<file path="src/hw/wake_pkg.sv">
// Package with register map, field positions, reset values and carriers
// Notes on behaviour
// Two-bit wake cause: none, energy, frame, multiple
// Writing one clears that cause bit only
// Cause clear works only in full power, ready
// Cause stays set while any event pending
// Pulsed mode drives output active for 50 ms
// Static mode holds output until deactivated
// Cause clear or enable clear deactivates output
// Polarity bit selects active high or low
// Open-drain ignores polarity, always active low
// Output enable gates pin, not interrupt
// Ready flag set after stabilising, always readable
// Host avoids other addresses until ready
// Host reads only config and power while unready
// Power state: full, frame wake, energy detect
// Byte-order test write wakes from reduced power
// Enabled event raises interrupt, output if enabled
// Second different event sets cause to multiple
package wake_pkg;
    localparam logic [7:0] PMC_OFFSET = 8'h84;
    localparam logic [7:0] BYTE_TEST_OFFSET = 8'h64;
    localparam logic [7:0] HARDWARE_CONFIGURATION_REGISTER_OFFSET = 8'h74;
    localparam logic [7:0] INT_STATUS_OFFSET = 8'hA0;
    localparam logic [7:0] INT_MASK_OFFSET = 8'hA4;
    localparam int READY_BIT = 0;
    localparam int OUT_EN_BIT = 1;
    localparam int POL_BIT = 2;
    localparam int PULSED_BIT = 3;
    localparam int CAUSE_LSB = 4;
    localparam int BUF_TYPE_BIT = 6;
    localparam int ENERGY_DETECT_ENABLE_BIT = 8;
    localparam int LAN_EN_BIT = 9;
    localparam int STATE_LSB = 12;
    localparam int PULSE_MS = 50;
    localparam int CLK_MHZ = 50;
    localparam int PULSE_CYCLES = PULSE_MS * 1000 * CLK_MHZ;
    localparam int SETTLE_CYCLES = 64;
    localparam logic [31:0] HARDWARE_CONFIGURATION_REGISTER_RESET = 32'h0000_0000;
    localparam logic [1:0] CAUSE_NONE = 2'h0;
    localparam logic [1:0] CAUSE_ENERGY = 2'h1;
    localparam logic [1:0] CAUSE_FRAME = 2'h2;
    localparam logic [1:0] CAUSE_MULTI = 2'h3;
    typedef enum logic [1:0] {
        FULL_POWER_STATE = 2'b00,
        FRAME_WAKE_STATE = 2'b01,
        ENERGY_DETECT_STATE = 2'b10,
        RESERVED_STATE = 2'b11
    } power_state_t;
    typedef struct packed {
        logic [7:0] paddr;
        logic psel;
        logic penable;
        logic pwrite;
        logic [31:0] pwdata;
    } apb_req_t;
    typedef struct packed {
        logic [31:0] prdata;
        logic pready;
        logic pslverr;
    } apb_rsp_t;
    typedef struct packed {
        logic energy;
        logic frame;
    } wake_events_t;
endpackage

</file>
<file path="src/hw/wake_event_indicator.sv">
// Power management control register, wake cause and power-event pin
//
// Implementation choices: the register addresses and the APB interface to the registers.
`timescale 1ns/1ns
module wake_event_indicator
    import wake_pkg::*;
#(
    parameter int PULSE_LEN = PULSE_CYCLES,
    parameter int SETTLE_LEN = SETTLE_CYCLES
) (
    input wire logic MCLK,
    input wire logic RST,
    input wire wake_pkg::apb_req_t APB_REQ,
    output wake_pkg::apb_rsp_t APB_RSP,
    input wire wake_pkg::wake_events_t WAKE_EVENTS,
    output logic POWER_EVENT_O,
    output logic POWER_EVENT_OE,
    output logic POWER_EVENT_INTERRUPT,
    output logic IRQ
);
    import wake_pkg::*;

    localparam int TW = $clog2(PULSE_LEN + 1);

    logic [1:0] wake_cause_status;
    logic wake_indicate_pulsed;
    logic wake_output_polarity;
    logic wake_output_enable;
    logic push_pull;
    logic energy_detect_enable;
    logic lan_wake_enable;
    power_state_t power_state_select;
    logic ready;
    logic [7:0] settle_count;
    logic [31:0] hardware_configuration_register;
    logic [1:0] int_status;
    logic [1:0] int_mask;
    logic pulse_busy;
    logic static_active;
    logic [1:0] ev_sync;
    logic [1:0] ev_prev;
    logic ev_energy;
    logic ev_frame;
    logic wake_hit;
    logic deactivate;
    logic active;
    logic wr;
    logic rd;
    logic [1:0] cause_clear;
    logic [1:0] next_cause;
    logic [31:0] pmc_read;

    function automatic logic [31:0] reg_read(input logic [7:0] a, input logic [31:0] pmc,
                                             input logic [31:0] cfg, input logic [1:0] st,
                                             input logic [1:0] mk);
        case (a)
            PMC_OFFSET: reg_read = pmc;
            HARDWARE_CONFIGURATION_REGISTER_OFFSET: reg_read = cfg;
            INT_STATUS_OFFSET: reg_read = {30'h0, st};
            INT_MASK_OFFSET: reg_read = {30'h0, mk};
            BYTE_TEST_OFFSET: reg_read = 32'h0;
            default: reg_read = 32'h0;
        endcase
    endfunction

    function automatic logic mapped(input logic [7:0] a);
        mapped = (a == PMC_OFFSET) || (a == HARDWARE_CONFIGURATION_REGISTER_OFFSET) || (a == INT_STATUS_OFFSET) ||
                 (a == INT_MASK_OFFSET) || (a == BYTE_TEST_OFFSET);
    endfunction

    pin_sync #(.WIDTH(2)) u_sync (
        .clk(MCLK),
        .rst(RST),
        .d({WAKE_EVENTS.frame, WAKE_EVENTS.energy}),
        .q(ev_sync)
    );

    always_ff @(posedge MCLK) begin
        if (RST) begin
            ev_prev <= 2'h0;
        end else begin
            ev_prev <= ev_sync;
        end
    end

    // Only enabled sources count as wake events
    assign ev_energy = ev_sync[0] && !ev_prev[0] && energy_detect_enable;
    assign ev_frame = ev_sync[1] && !ev_prev[1] && lan_wake_enable;
    assign wake_hit = ev_energy || ev_frame;

    // Zero-wait APB slave: every access completes in its first access cycle
    assign wr = APB_REQ.psel && APB_REQ.penable && APB_REQ.pwrite;
    assign rd = APB_REQ.psel && APB_REQ.penable && !APB_REQ.pwrite;

    always_ff @(posedge MCLK) begin
        if (RST) begin
            APB_RSP <= '0;
        end else begin
            APB_RSP.pready <= APB_REQ.psel && !APB_REQ.penable;
            APB_RSP.pslverr <= APB_REQ.psel && !APB_REQ.penable && !mapped(APB_REQ.paddr);
            APB_RSP.prdata <= (APB_REQ.psel && !APB_REQ.penable && !APB_REQ.pwrite) ?
                reg_read(APB_REQ.paddr, pmc_read, hardware_configuration_register, int_status, int_mask) : 32'h0;
        end
    end

    logic wr_now;
    assign wr_now = wr && APB_RSP.pready;

    assign pmc_read = {18'h0, power_state_select, 2'b00, lan_wake_enable,
                       energy_detect_enable, 1'b0, push_pull, wake_cause_status,
                       wake_indicate_pulsed, wake_output_polarity, wake_output_enable,
                       ready};

    always_ff @(posedge MCLK) begin
        if (RST) begin
            wake_indicate_pulsed <= 1'b0;
            wake_output_polarity <= 1'b0;
            wake_output_enable <= 1'b0;
            push_pull <= 1'b0;
            energy_detect_enable <= 1'b0;
            lan_wake_enable <= 1'b0;
        end else if (wr_now && APB_REQ.paddr == PMC_OFFSET && ready) begin
            wake_indicate_pulsed <= APB_REQ.pwdata[PULSED_BIT];
            wake_output_polarity <= APB_REQ.pwdata[POL_BIT];
            wake_output_enable <= APB_REQ.pwdata[OUT_EN_BIT];
            push_pull <= APB_REQ.pwdata[BUF_TYPE_BIT];
            energy_detect_enable <= APB_REQ.pwdata[ENERGY_DETECT_ENABLE_BIT];
            lan_wake_enable <= APB_REQ.pwdata[LAN_EN_BIT];
        end
    end

    always_ff @(posedge MCLK) begin
        if (RST) begin
            hardware_configuration_register <= HARDWARE_CONFIGURATION_REGISTER_RESET;
        end else if (wr_now && APB_REQ.paddr == HARDWARE_CONFIGURATION_REGISTER_OFFSET && ready) begin
            hardware_configuration_register <= APB_REQ.pwdata;
        end
    end

    // Power state; a reduced-power state is left by any byte-test write
    always_ff @(posedge MCLK) begin
        if (RST) begin
            power_state_select <= FULL_POWER_STATE;
        end else if (power_state_select != FULL_POWER_STATE) begin
            if (wr_now && APB_REQ.paddr == BYTE_TEST_OFFSET) begin
                power_state_select <= FULL_POWER_STATE;
            end else if (wake_hit) begin
                power_state_select <= FULL_POWER_STATE;
            end
        end else if (wr_now && APB_REQ.paddr == PMC_OFFSET && ready) begin
            case (APB_REQ.pwdata[STATE_LSB +: 2])
                2'b01: power_state_select <= FRAME_WAKE_STATE;
                2'b10: power_state_select <= ENERGY_DETECT_STATE;
                default: power_state_select <= FULL_POWER_STATE;
            endcase
        end
    end

    // Ready drops on entering reduced power and returns after a settle time
    always_ff @(posedge MCLK) begin
        if (RST) begin
            settle_count <= 8'h00;
            ready <= 1'b0;
        end else if (power_state_select != FULL_POWER_STATE) begin
            settle_count <= 8'h00;
            ready <= 1'b0;
        end else if (!ready) begin
            if (settle_count == 8'(SETTLE_LEN - 1)) begin
                ready <= 1'b1;
            end else begin
                settle_count <= settle_count + 8'h01;
            end
        end
    end

    // Write-one-to-clear, honoured only in full power with ready set
    assign cause_clear = (wr_now && APB_REQ.paddr == PMC_OFFSET && ready &&
                          power_state_select == FULL_POWER_STATE) ?
                         APB_REQ.pwdata[CAUSE_LSB +: 2] : 2'h0;

    always_comb begin
        next_cause = wake_cause_status & ~cause_clear;
        // A level still present at an enabled source keeps every cause bit, not only its own
        if (ev_sync[0] && energy_detect_enable) begin
            next_cause = next_cause | wake_cause_status;
        end
        if (ev_sync[1] && lan_wake_enable) begin
            next_cause = next_cause | wake_cause_status;
        end
        if (ev_energy && ev_frame) begin
            next_cause = CAUSE_MULTI;
        end else if (ev_energy) begin
            next_cause = (next_cause == CAUSE_NONE || next_cause == CAUSE_ENERGY) ?
                         CAUSE_ENERGY : CAUSE_MULTI;
        end else if (ev_frame) begin
            next_cause = (next_cause == CAUSE_NONE || next_cause == CAUSE_FRAME) ?
                         CAUSE_FRAME : CAUSE_MULTI;
        end
    end

    always_ff @(posedge MCLK) begin
        if (RST) begin
            wake_cause_status <= CAUSE_NONE;
        end else begin
            wake_cause_status <= next_cause;
        end
    end

    // Deactivation when the cause is wiped or both event enables are clear
    assign deactivate = (next_cause == CAUSE_NONE && wake_cause_status != CAUSE_NONE) ||
                        (!energy_detect_enable && !lan_wake_enable);

    cycle_timer #(.WIDTH(TW)) u_pulse (
        .clk(MCLK),
        .rst(RST),
        .start(wake_hit && wake_indicate_pulsed),
        .abort(deactivate && !wake_hit),
        .cycles(TW'(PULSE_LEN)),
        .busy(pulse_busy)
    );

    always_ff @(posedge MCLK) begin
        if (RST) begin
            static_active <= 1'b0;
        end else if (wake_hit && !wake_indicate_pulsed) begin
            static_active <= 1'b1;
        end else if (deactivate || wake_indicate_pulsed) begin
            static_active <= 1'b0;
        end
    end

    assign active = pulse_busy || static_active;

    // Pin drive: open-drain pulls low only while active, push-pull follows polarity
    always_ff @(posedge MCLK) begin
        if (RST) begin
            POWER_EVENT_O <= 1'b0;
            POWER_EVENT_OE <= 1'b0;
        end else if (!wake_output_enable) begin
            POWER_EVENT_O <= 1'b0;
            POWER_EVENT_OE <= 1'b0;
        end else if (!push_pull) begin
            POWER_EVENT_O <= 1'b0;
            POWER_EVENT_OE <= active;
        end else begin
            POWER_EVENT_O <= wake_output_polarity ? active : !active;
            POWER_EVENT_OE <= 1'b1;
        end
    end

    always_ff @(posedge MCLK) begin
        if (RST) begin
            POWER_EVENT_INTERRUPT <= 1'b0;
        end else begin
            POWER_EVENT_INTERRUPT <= active;
        end
    end

    // Sticky interrupt status: bit0 energy, bit1 frame; set beats clear
    always_ff @(posedge MCLK) begin
        if (RST) begin
            int_status <= 2'h0;
            int_mask <= 2'h0;
        end else begin
            int_status <= (int_status & ~((wr_now && APB_REQ.paddr == INT_STATUS_OFFSET) ?
                          APB_REQ.pwdata[1:0] : 2'h0)) | {ev_frame, ev_energy};
            if (wr_now && APB_REQ.paddr == INT_MASK_OFFSET) begin
                int_mask <= APB_REQ.pwdata[1:0];
            end
        end
    end

    always_ff @(posedge MCLK) begin
        if (RST) begin
            IRQ <= 1'b0;
        end else begin
            IRQ <= |(int_status & int_mask);
        end
    end
endmodule

</file>
<file path="src/hw/pin_sync.sv">
// Two-flop synchroniser for a bus of pin inputs
`timescale 1ns/1ns
module pin_sync #(
    parameter int WIDTH = 2
) (
    input wire logic clk,
    input wire logic rst,
    input wire logic [WIDTH-1:0] d,
    output logic [WIDTH-1:0] q
);
    logic [WIDTH-1:0] meta;

    always_ff @(posedge clk) begin
        if (rst) begin
            meta <= '0;
            q <= '0;
        end else begin
            meta <= d;
            q <= meta;
        end
    end
endmodule

</file>
<file path="src/hw/cycle_timer.sv">
// Down counter that stays busy for a loaded number of cycles
`timescale 1ns/1ns
module cycle_timer #(
    parameter int WIDTH = 22
) (
    input wire logic clk,
    input wire logic rst,
    input wire logic start,
    input wire logic abort,
    input wire logic [WIDTH-1:0] cycles,
    output logic busy
);
    logic [WIDTH-1:0] count;

    always_ff @(posedge clk) begin
        if (rst || abort) begin
            count <= '0;
        end else if (start) begin
            count <= cycles;
        end else if (count != '0) begin
            count <= count - WIDTH'(1);
        end
    end

    assign busy = (count != '0);
endmodule

</file>
<file path="config.mk">
export PLATFORM = sky130hd
export DESIGN_NAME = wake_event_indicator
export DESIGN_NICKNAME = d
export VERILOG_FILES = /design/src/hw/wake_pkg.sv /design/src/hw/wake_event_indicator.sv /design/src/hw/pin_sync.sv /design/src/hw/cycle_timer.sv
export SDC_FILE = /design/constraint.sdc
export NUM_CORES = 1
export LEC_CHECK = 0
export ABC_AREA = 1
export ABC_CLOCK_PERIOD_IN_PS = 3400
export BUFFER_PORTS_ARGS = -buffer_cell sky130_fd_sc_hd__clkbuf_2
export CORE_MARGIN = 4
export CORE_UTILIZATION = 47
export CTS_CLUSTER_DIAMETER = 30
export DETAILED_ROUTE_END_ITERATION = 10
export PLACE_DENSITY = 0.69
export SYNTH_ARGS = -nofsm -noshare
export SYNTH_HDL_FRONTEND = slang
export SYNTH_SLANG_ARGS = --single-unit
</file>
<file path="constraint.sdc">
create_clock -name MCLK -period 3.4 [get_ports MCLK]
set_input_delay 0.17 -clock MCLK [delete_from_list [all_inputs] [get_ports MCLK]]
set_output_delay 0.17 -clock MCLK [all_outputs]
set_load 0.02 [all_outputs]
</file>
# Yosys cells after proc, flatten, opt, wreduce, memory -nomap -nowiden
# Index checks and enable logic that the tools add are counted.
dict set report classes {
  n_addsub 2
  eq_ne 11
  n_reduce_logical 64
  n_bitwise 13
  muxes 23
}
# cell count
set op_table {}
lappend op_table {{$pmux W32 S4} 1}
lappend op_table {{$mux W22} 2}
lappend op_table {{$logic_and A1 B1 Y1} 26}
lappend op_table {{$eq A8 B8 Y1 const B} 3}
lappend op_table {{$mux W2} 12}
lappend op_table {{$reduce_bool A22 Y1} 1}
lappend op_table {{$sub A22 B1 Y22 const B} 1}
lappend op_table {{$eq A8 B7 Y1 const B} 2}
lappend op_table {{$logic_or A1 B1 Y1} 11}
lappend op_table {{$logic_not A1 Y1} 10}
lappend op_table {{$reduce_bool A2 Y1} 5}
lappend op_table {{$reduce_or A2 Y1} 5}
lappend op_table {{$add A8 B1 Y8 const B} 1}
lappend op_table {{$eq A8 B6 Y1 const B} 1}
lappend op_table {{$mux W1} 7}
lappend op_table {{$and A2 B2 Y2} 3}
lappend op_table {{$logic_not A2 Y1} 3}
lappend op_table {{$or A2 B2 Y2} 3}
lappend op_table {{$not A1 Y1} 5}
lappend op_table {{$eq A2 B1 Y1 const B} 2}
lappend op_table {{$eq A2 B2 Y1 const B} 2}
lappend op_table {{$not A2 Y2} 2}
lappend op_table {{$pmux W2 S2} 1}
lappend op_table {{$reduce_and A2 Y1} 2}
lappend op_table {{other kinds (2)} 2}
dict set report word_totals {
  output_inout_bits 38
  elab_cells 139
  inputBits 47
  reg_bits 122
}

# Depth between registers and ports, before layout
dict set report logic_depth {
  ltp_word 25
  depth_mapped 12
  depth_no_buf 12
}

# Cells and area by module
# A second synthesis with hierarchy kept.
dict set report unflattened {
  cells_unflattened 688
  hier_area_um2 5063.6
}
# mod area_per_inst_um2 seq_area_each_um2 n_inst cells_each
set by_module_without_submodules {}
lappend by_module_without_submodules {wake_event_indicator 3508.4 1921.8 1 440}
lappend by_module_without_submodules {cycle_timer 1445.1 440.4 1 236}
lappend by_module_without_submodules {pin_sync 110.1 80.1 1 12}

# Least setup slack after synthesis
# OpenSTA, ideal clock, no wires.
dict set report synth_timing {
  path_kind {register to register}
  from {register u_pulse.count[0]}
  to {register u_pulse.count[15]}
  setup_ns 0.116
  arrival_ns 1.533
  n_path_buf 0
  setup_slack_ns 1.751
  required_ns 3.284
  synth_period_minus_slack_ns 1.649
  stages_incl_launch_ff 11
  path_cell_list {dfxtp_1 > inv_1 > ha_1 > nand2_1 > nor2_2 > nand2_1 > inv_1 > nand4_4 > nand4_1 > xor2_1 > nor2_2}
}
dict set report synth_between {
  elab_chain_cells 1
  word_cells_on_any_way 2
  classes_between {1 x add/sub; 1 x reduce/logical}
}
# element line
set synth_rtl {}
lappend synth_rtl {{from (decl)} cycle_timer.sv:13} ;# logic [WIDTH-1:0] count;
lappend synth_rtl {{from (signal assigned)} cycle_timer.sv:19} ;# count <= cycles;
lappend synth_rtl {{from (signal assigned)} cycle_timer.sv:21} ;# count <= count - WIDTH'(1);
lappend synth_rtl {{$sub A22 B1 Y22 or $reduce_bool A22 Y1 (tied branches)} {cycle_timer.sv:21, cycle_timer.sv:20}}
# Several ways; a longest one is shown, not always the timed one.
# A chain may end at the register's enable or synchronous reset.

# Final worst setup path
dict set report layout_timing {
  from {register ready}
  to {register hardware_configuration_register[6]}
}
dict set report layout_between {
  elab_chain_cells 1
}
# element line
set layout_rtl {}
lappend layout_rtl {{from (decl)} wake_event_indicator.sv:33} ;# logic ready;
lappend layout_rtl {{from (signal assigned)} wake_event_indicator.sv:163} ;# ready <= 1'b0;
lappend layout_rtl {{from (signal assigned)} wake_event_indicator.sv:166} ;# ready <= 1'b0;
lappend layout_rtl {{from (signal assigned)} wake_event_indicator.sv:169} ;# ready <= 1'b1;
lappend layout_rtl {{$logic_and A1 B1 Y1} wake_event_indicator.sv:135} ;# end else if (wr_now && APB_REQ.paddr == HARDWARE_CONFIGURATION_REGISTER_OFFSET && ready) begin
lappend layout_rtl {{to (signal assigned)} wake_event_indicator.sv:136} ;# hardware_configuration_register <= APB_REQ.pwdata;
lappend layout_rtl {{to (decl)} wake_event_indicator.sv:35} ;# logic [31:0] hardware_configuration_register;
# Every way passes these cells.

==> run metrics <==
row count 37; total wire length 11900 um; Flop pwr share 42.5%; largest net degree at the start of global routing 42; Synth top area share 48.8%; layout cells sized above 1 19.0%; largest family of logic cells by synthesized area simple AND/OR/NAND/NOR gates; DR WL/cell 12.7 um; r2r endpoint hardware_configuration_register[6]$_SDFFE_PP0P_; # Max-Cap Violations 0; Synth area leader dfxtp_1; worst skew pair latency 0.52 ns; sequential area share after synthesis 48.8%; Most common cell on crit path inv_1; Switching Share 20.2%; syn nets 713; Mapped Cells 664; CP arrival 2.46 ns; Crit Path Class register to register; Power Dens Cells 522 nW/um^2; Netlist Area Pre-Place 5010 sq um; Achievable Freq 492 MHz; GPL Wtd Cong 0.832; height of the die 111 um; hold_sp RST; most common cell after layout, fill and taps aside nor2_1; FF-to-FF path depth 7; Critical Path Fanout Max 22; ranking of synthesized cells by area dfxtp_1, nor2_1, inv_1, nand2_1, o21ai_0; max-slew violations 0; DRC violations left 0; Final Hold Viols 0; area grow syn2layout 29.8%; Setup-failing EPs final 0; area occupied by multi-input gates 2120 sq um; # fillers 920; Synth Area in Simple Gates 28.0%; Synth Area in Adders 0.500%; die footprint 12400 sq um; core area 10400 sq um; setup TNS 0 ns; Max H-tree Level 4; Final Hold Slack 0.120 ns; buffer and inverter count on the worst path 3; commonest non-fill, non-tap cells in the layout nor2_1, dfxtp_1, inv_1, nand2_1, clkbuf_2; critical path required time 3.83 ns; Diodes inserted 0; Synth Area in XOR/XNOR 2.62%; Rel. slew slack 50.0%; crit-path max cell delay 0.39 ns; CP endpoint kind register; clk_skew 0.0112 ns; Starting Density 48.3%; first-pass GRT wire length 20500 um; vias in the first global route 4530; RSZ-0062 raised after global routing false; TritonCTS clock tree built; CTS Sinks 122; crit path launch type register; Int Power 2700 uW; I/O pin total 85; syn_area_per_cell 7.54 sq um; drt via density 4.89; Clock power frac 54.3%; Max VDD drop 0.000532 V; register bit total from synthesis 122; nets 835; DR iter-0 viols 311; Die Wd 111 um; cts repair resizes 0; Net Switching 685 uW; mux share of post-synthesis cell area 0%; CTS root buf clkbuf_8; crit path from ready$_SDFF_PP0_; worst min-delay path class primary input to register; Yosys cell types 38; crit-path cells inv_1 > nor3_4 > inv_1 > nor2_2 > buf_4 > o21ai_0 > a21oi_1; GR Util All Layers 20.0%; run status complete, no violations; detailed placement HPWL 8140 um; worst-case clock buffer depth 2; Vias 4573; CP top delay family buffers and inverters; critical path endpoint hardware_configuration_register[6]$_SDFFE_PP0P_; Reg clk slew, reported paths 0.06 ns; cell depth of the worst setup path 7; Compound-Gate Fraction of Synth Area 11.3%; FF-to-FF Start ready$_SDFF_PP0_; CTS Buf Count 17; final worst-path cycle share 59.8%; FF+latch area 2440 sq um; Leak 0.00288 uW; gr ovfl total 0; flop2flop setup slack 1.37 ns; Combinational Power Share 3.2%; initial antenna violation count 0; worst slew pin tran 0.749 ns; IO Port Bufs 84; Initial DRT Pass Iterations 7; Post-CTS Setup Bufs 0; Slowest-stage cell, CP inv_1; Syn. warnings 0; Antenna Violating Nets Remaining 0; Tmin final 2.03 ns
-- metal layers --
metal  track usage [%]  part of all wire [%]  up-vias
met5                 0                     0        -
met2              32.3                    47      130
li1                  -                     -     2351
met3              5.40                   4.8       21
met4              7.46                   2.0        0
met1              25.6                    46     2071
-- sequential cells by signal, summed over array words and instances, names as in the netlist, 2 cells and up --
register                         flops
APB_RSP                             34
hardware_configuration_register     32
u_pulse.count                       22
settle_count                         8
ev_prev                              2
int_mask                             2
int_status                           2
power_state_select                   2
u_sync.meta                          2
u_sync.q                             2
wake_cause_status                    2
-- kinds of logic (layout without fill, tap and decap cells) --
group / after synthesis / in the layout
AND/OR/NAND/NOR: 307 / 307
XOR/XNOR: 15 / 15
buffers and inverters: 111 / 246
flip-flops: 122 / 122
adder cells (fa/ha/maj): 2 / 2
AO/OA/AOI/OAI: 107 / 107
-- power groups by stage --
stage	sequential (uW)	clock (uW)	combinational (uW)
detailed placement	1470	0	74.6
global placement	1470	0	73.4
global route	1440	1930	119
floorplan	1470	0	33.2
CTS	1440	1860	107
finish	1440	1840	108
-- Yosys cell counts (all sizes together) --
master   count
nand3       21
nand4        7
xor2        12
nor3        25
nand2       89
buf          8
a31oi        2
o2bb2ai      1
clkbuf      14
nor4         5
o31ai        1
ha           2
dfxtp      122
or2          5
a21oi       40
a22oi        1
o21ai       53
inv         89
o22ai        6
nand3b       1
nor2       151
xnor2        3
nand2b       3
a211oi       3
-- stage by stage --
stage | std cells | util (%) | cell area (sq um) | setup WS, ns | power (uW)
floorplan | 664 | - | 5010 | 1.75 | 1510
global placement | 867 | 53.3 | 5530 | 1.41 | 1550
detailed placement | 867 | 53.3 | 5530 | 1.39 | 1550
CTS | 935 | 62.7 | 6500 | 1.37 | 3410
global route | 935 | 62.7 | 6500 | 1.14 | 3490
finish | 935 | 62.7 | 6500 | 1.37 | 3390
-- final cells by class --
class / instances / share of cell area [%]
sequential: 122 / 37.6
multi-input combinational: 431 / 32.7
timing repair buffer: 125 / 12.6
clock buffer: 21 / 6.76
inverter: 89 / 5.14
clock inverter: 11 / 2.62
tap: 136 / 2.62
-- what timing repair did --
item,CTS,global route
hold endpoints to repair,46,0
endpoints found under the setup margin,0,0
hold buffers,36,0
-- worst min-delay path by stage --
stage                                         endpoint  slack, ns  cells past startpoint
floorplan                    u_sync.meta[0]$_SDFF_PP0_       0.28                      2
global placement             u_sync.meta[0]$_SDFF_PP0_       0.39                      3
detailed placement           u_sync.meta[0]$_SDFF_PP0_       0.39                      3
CTS                 power_state_select[0]$_SDFFE_PP0P_       0.09                      2
global route                 u_sync.meta[1]$_SDFF_PP0_       0.14                      2
finish              power_state_select[0]$_SDFFE_PP0P_       0.12                      2
(Power assumes the default switching activity.)
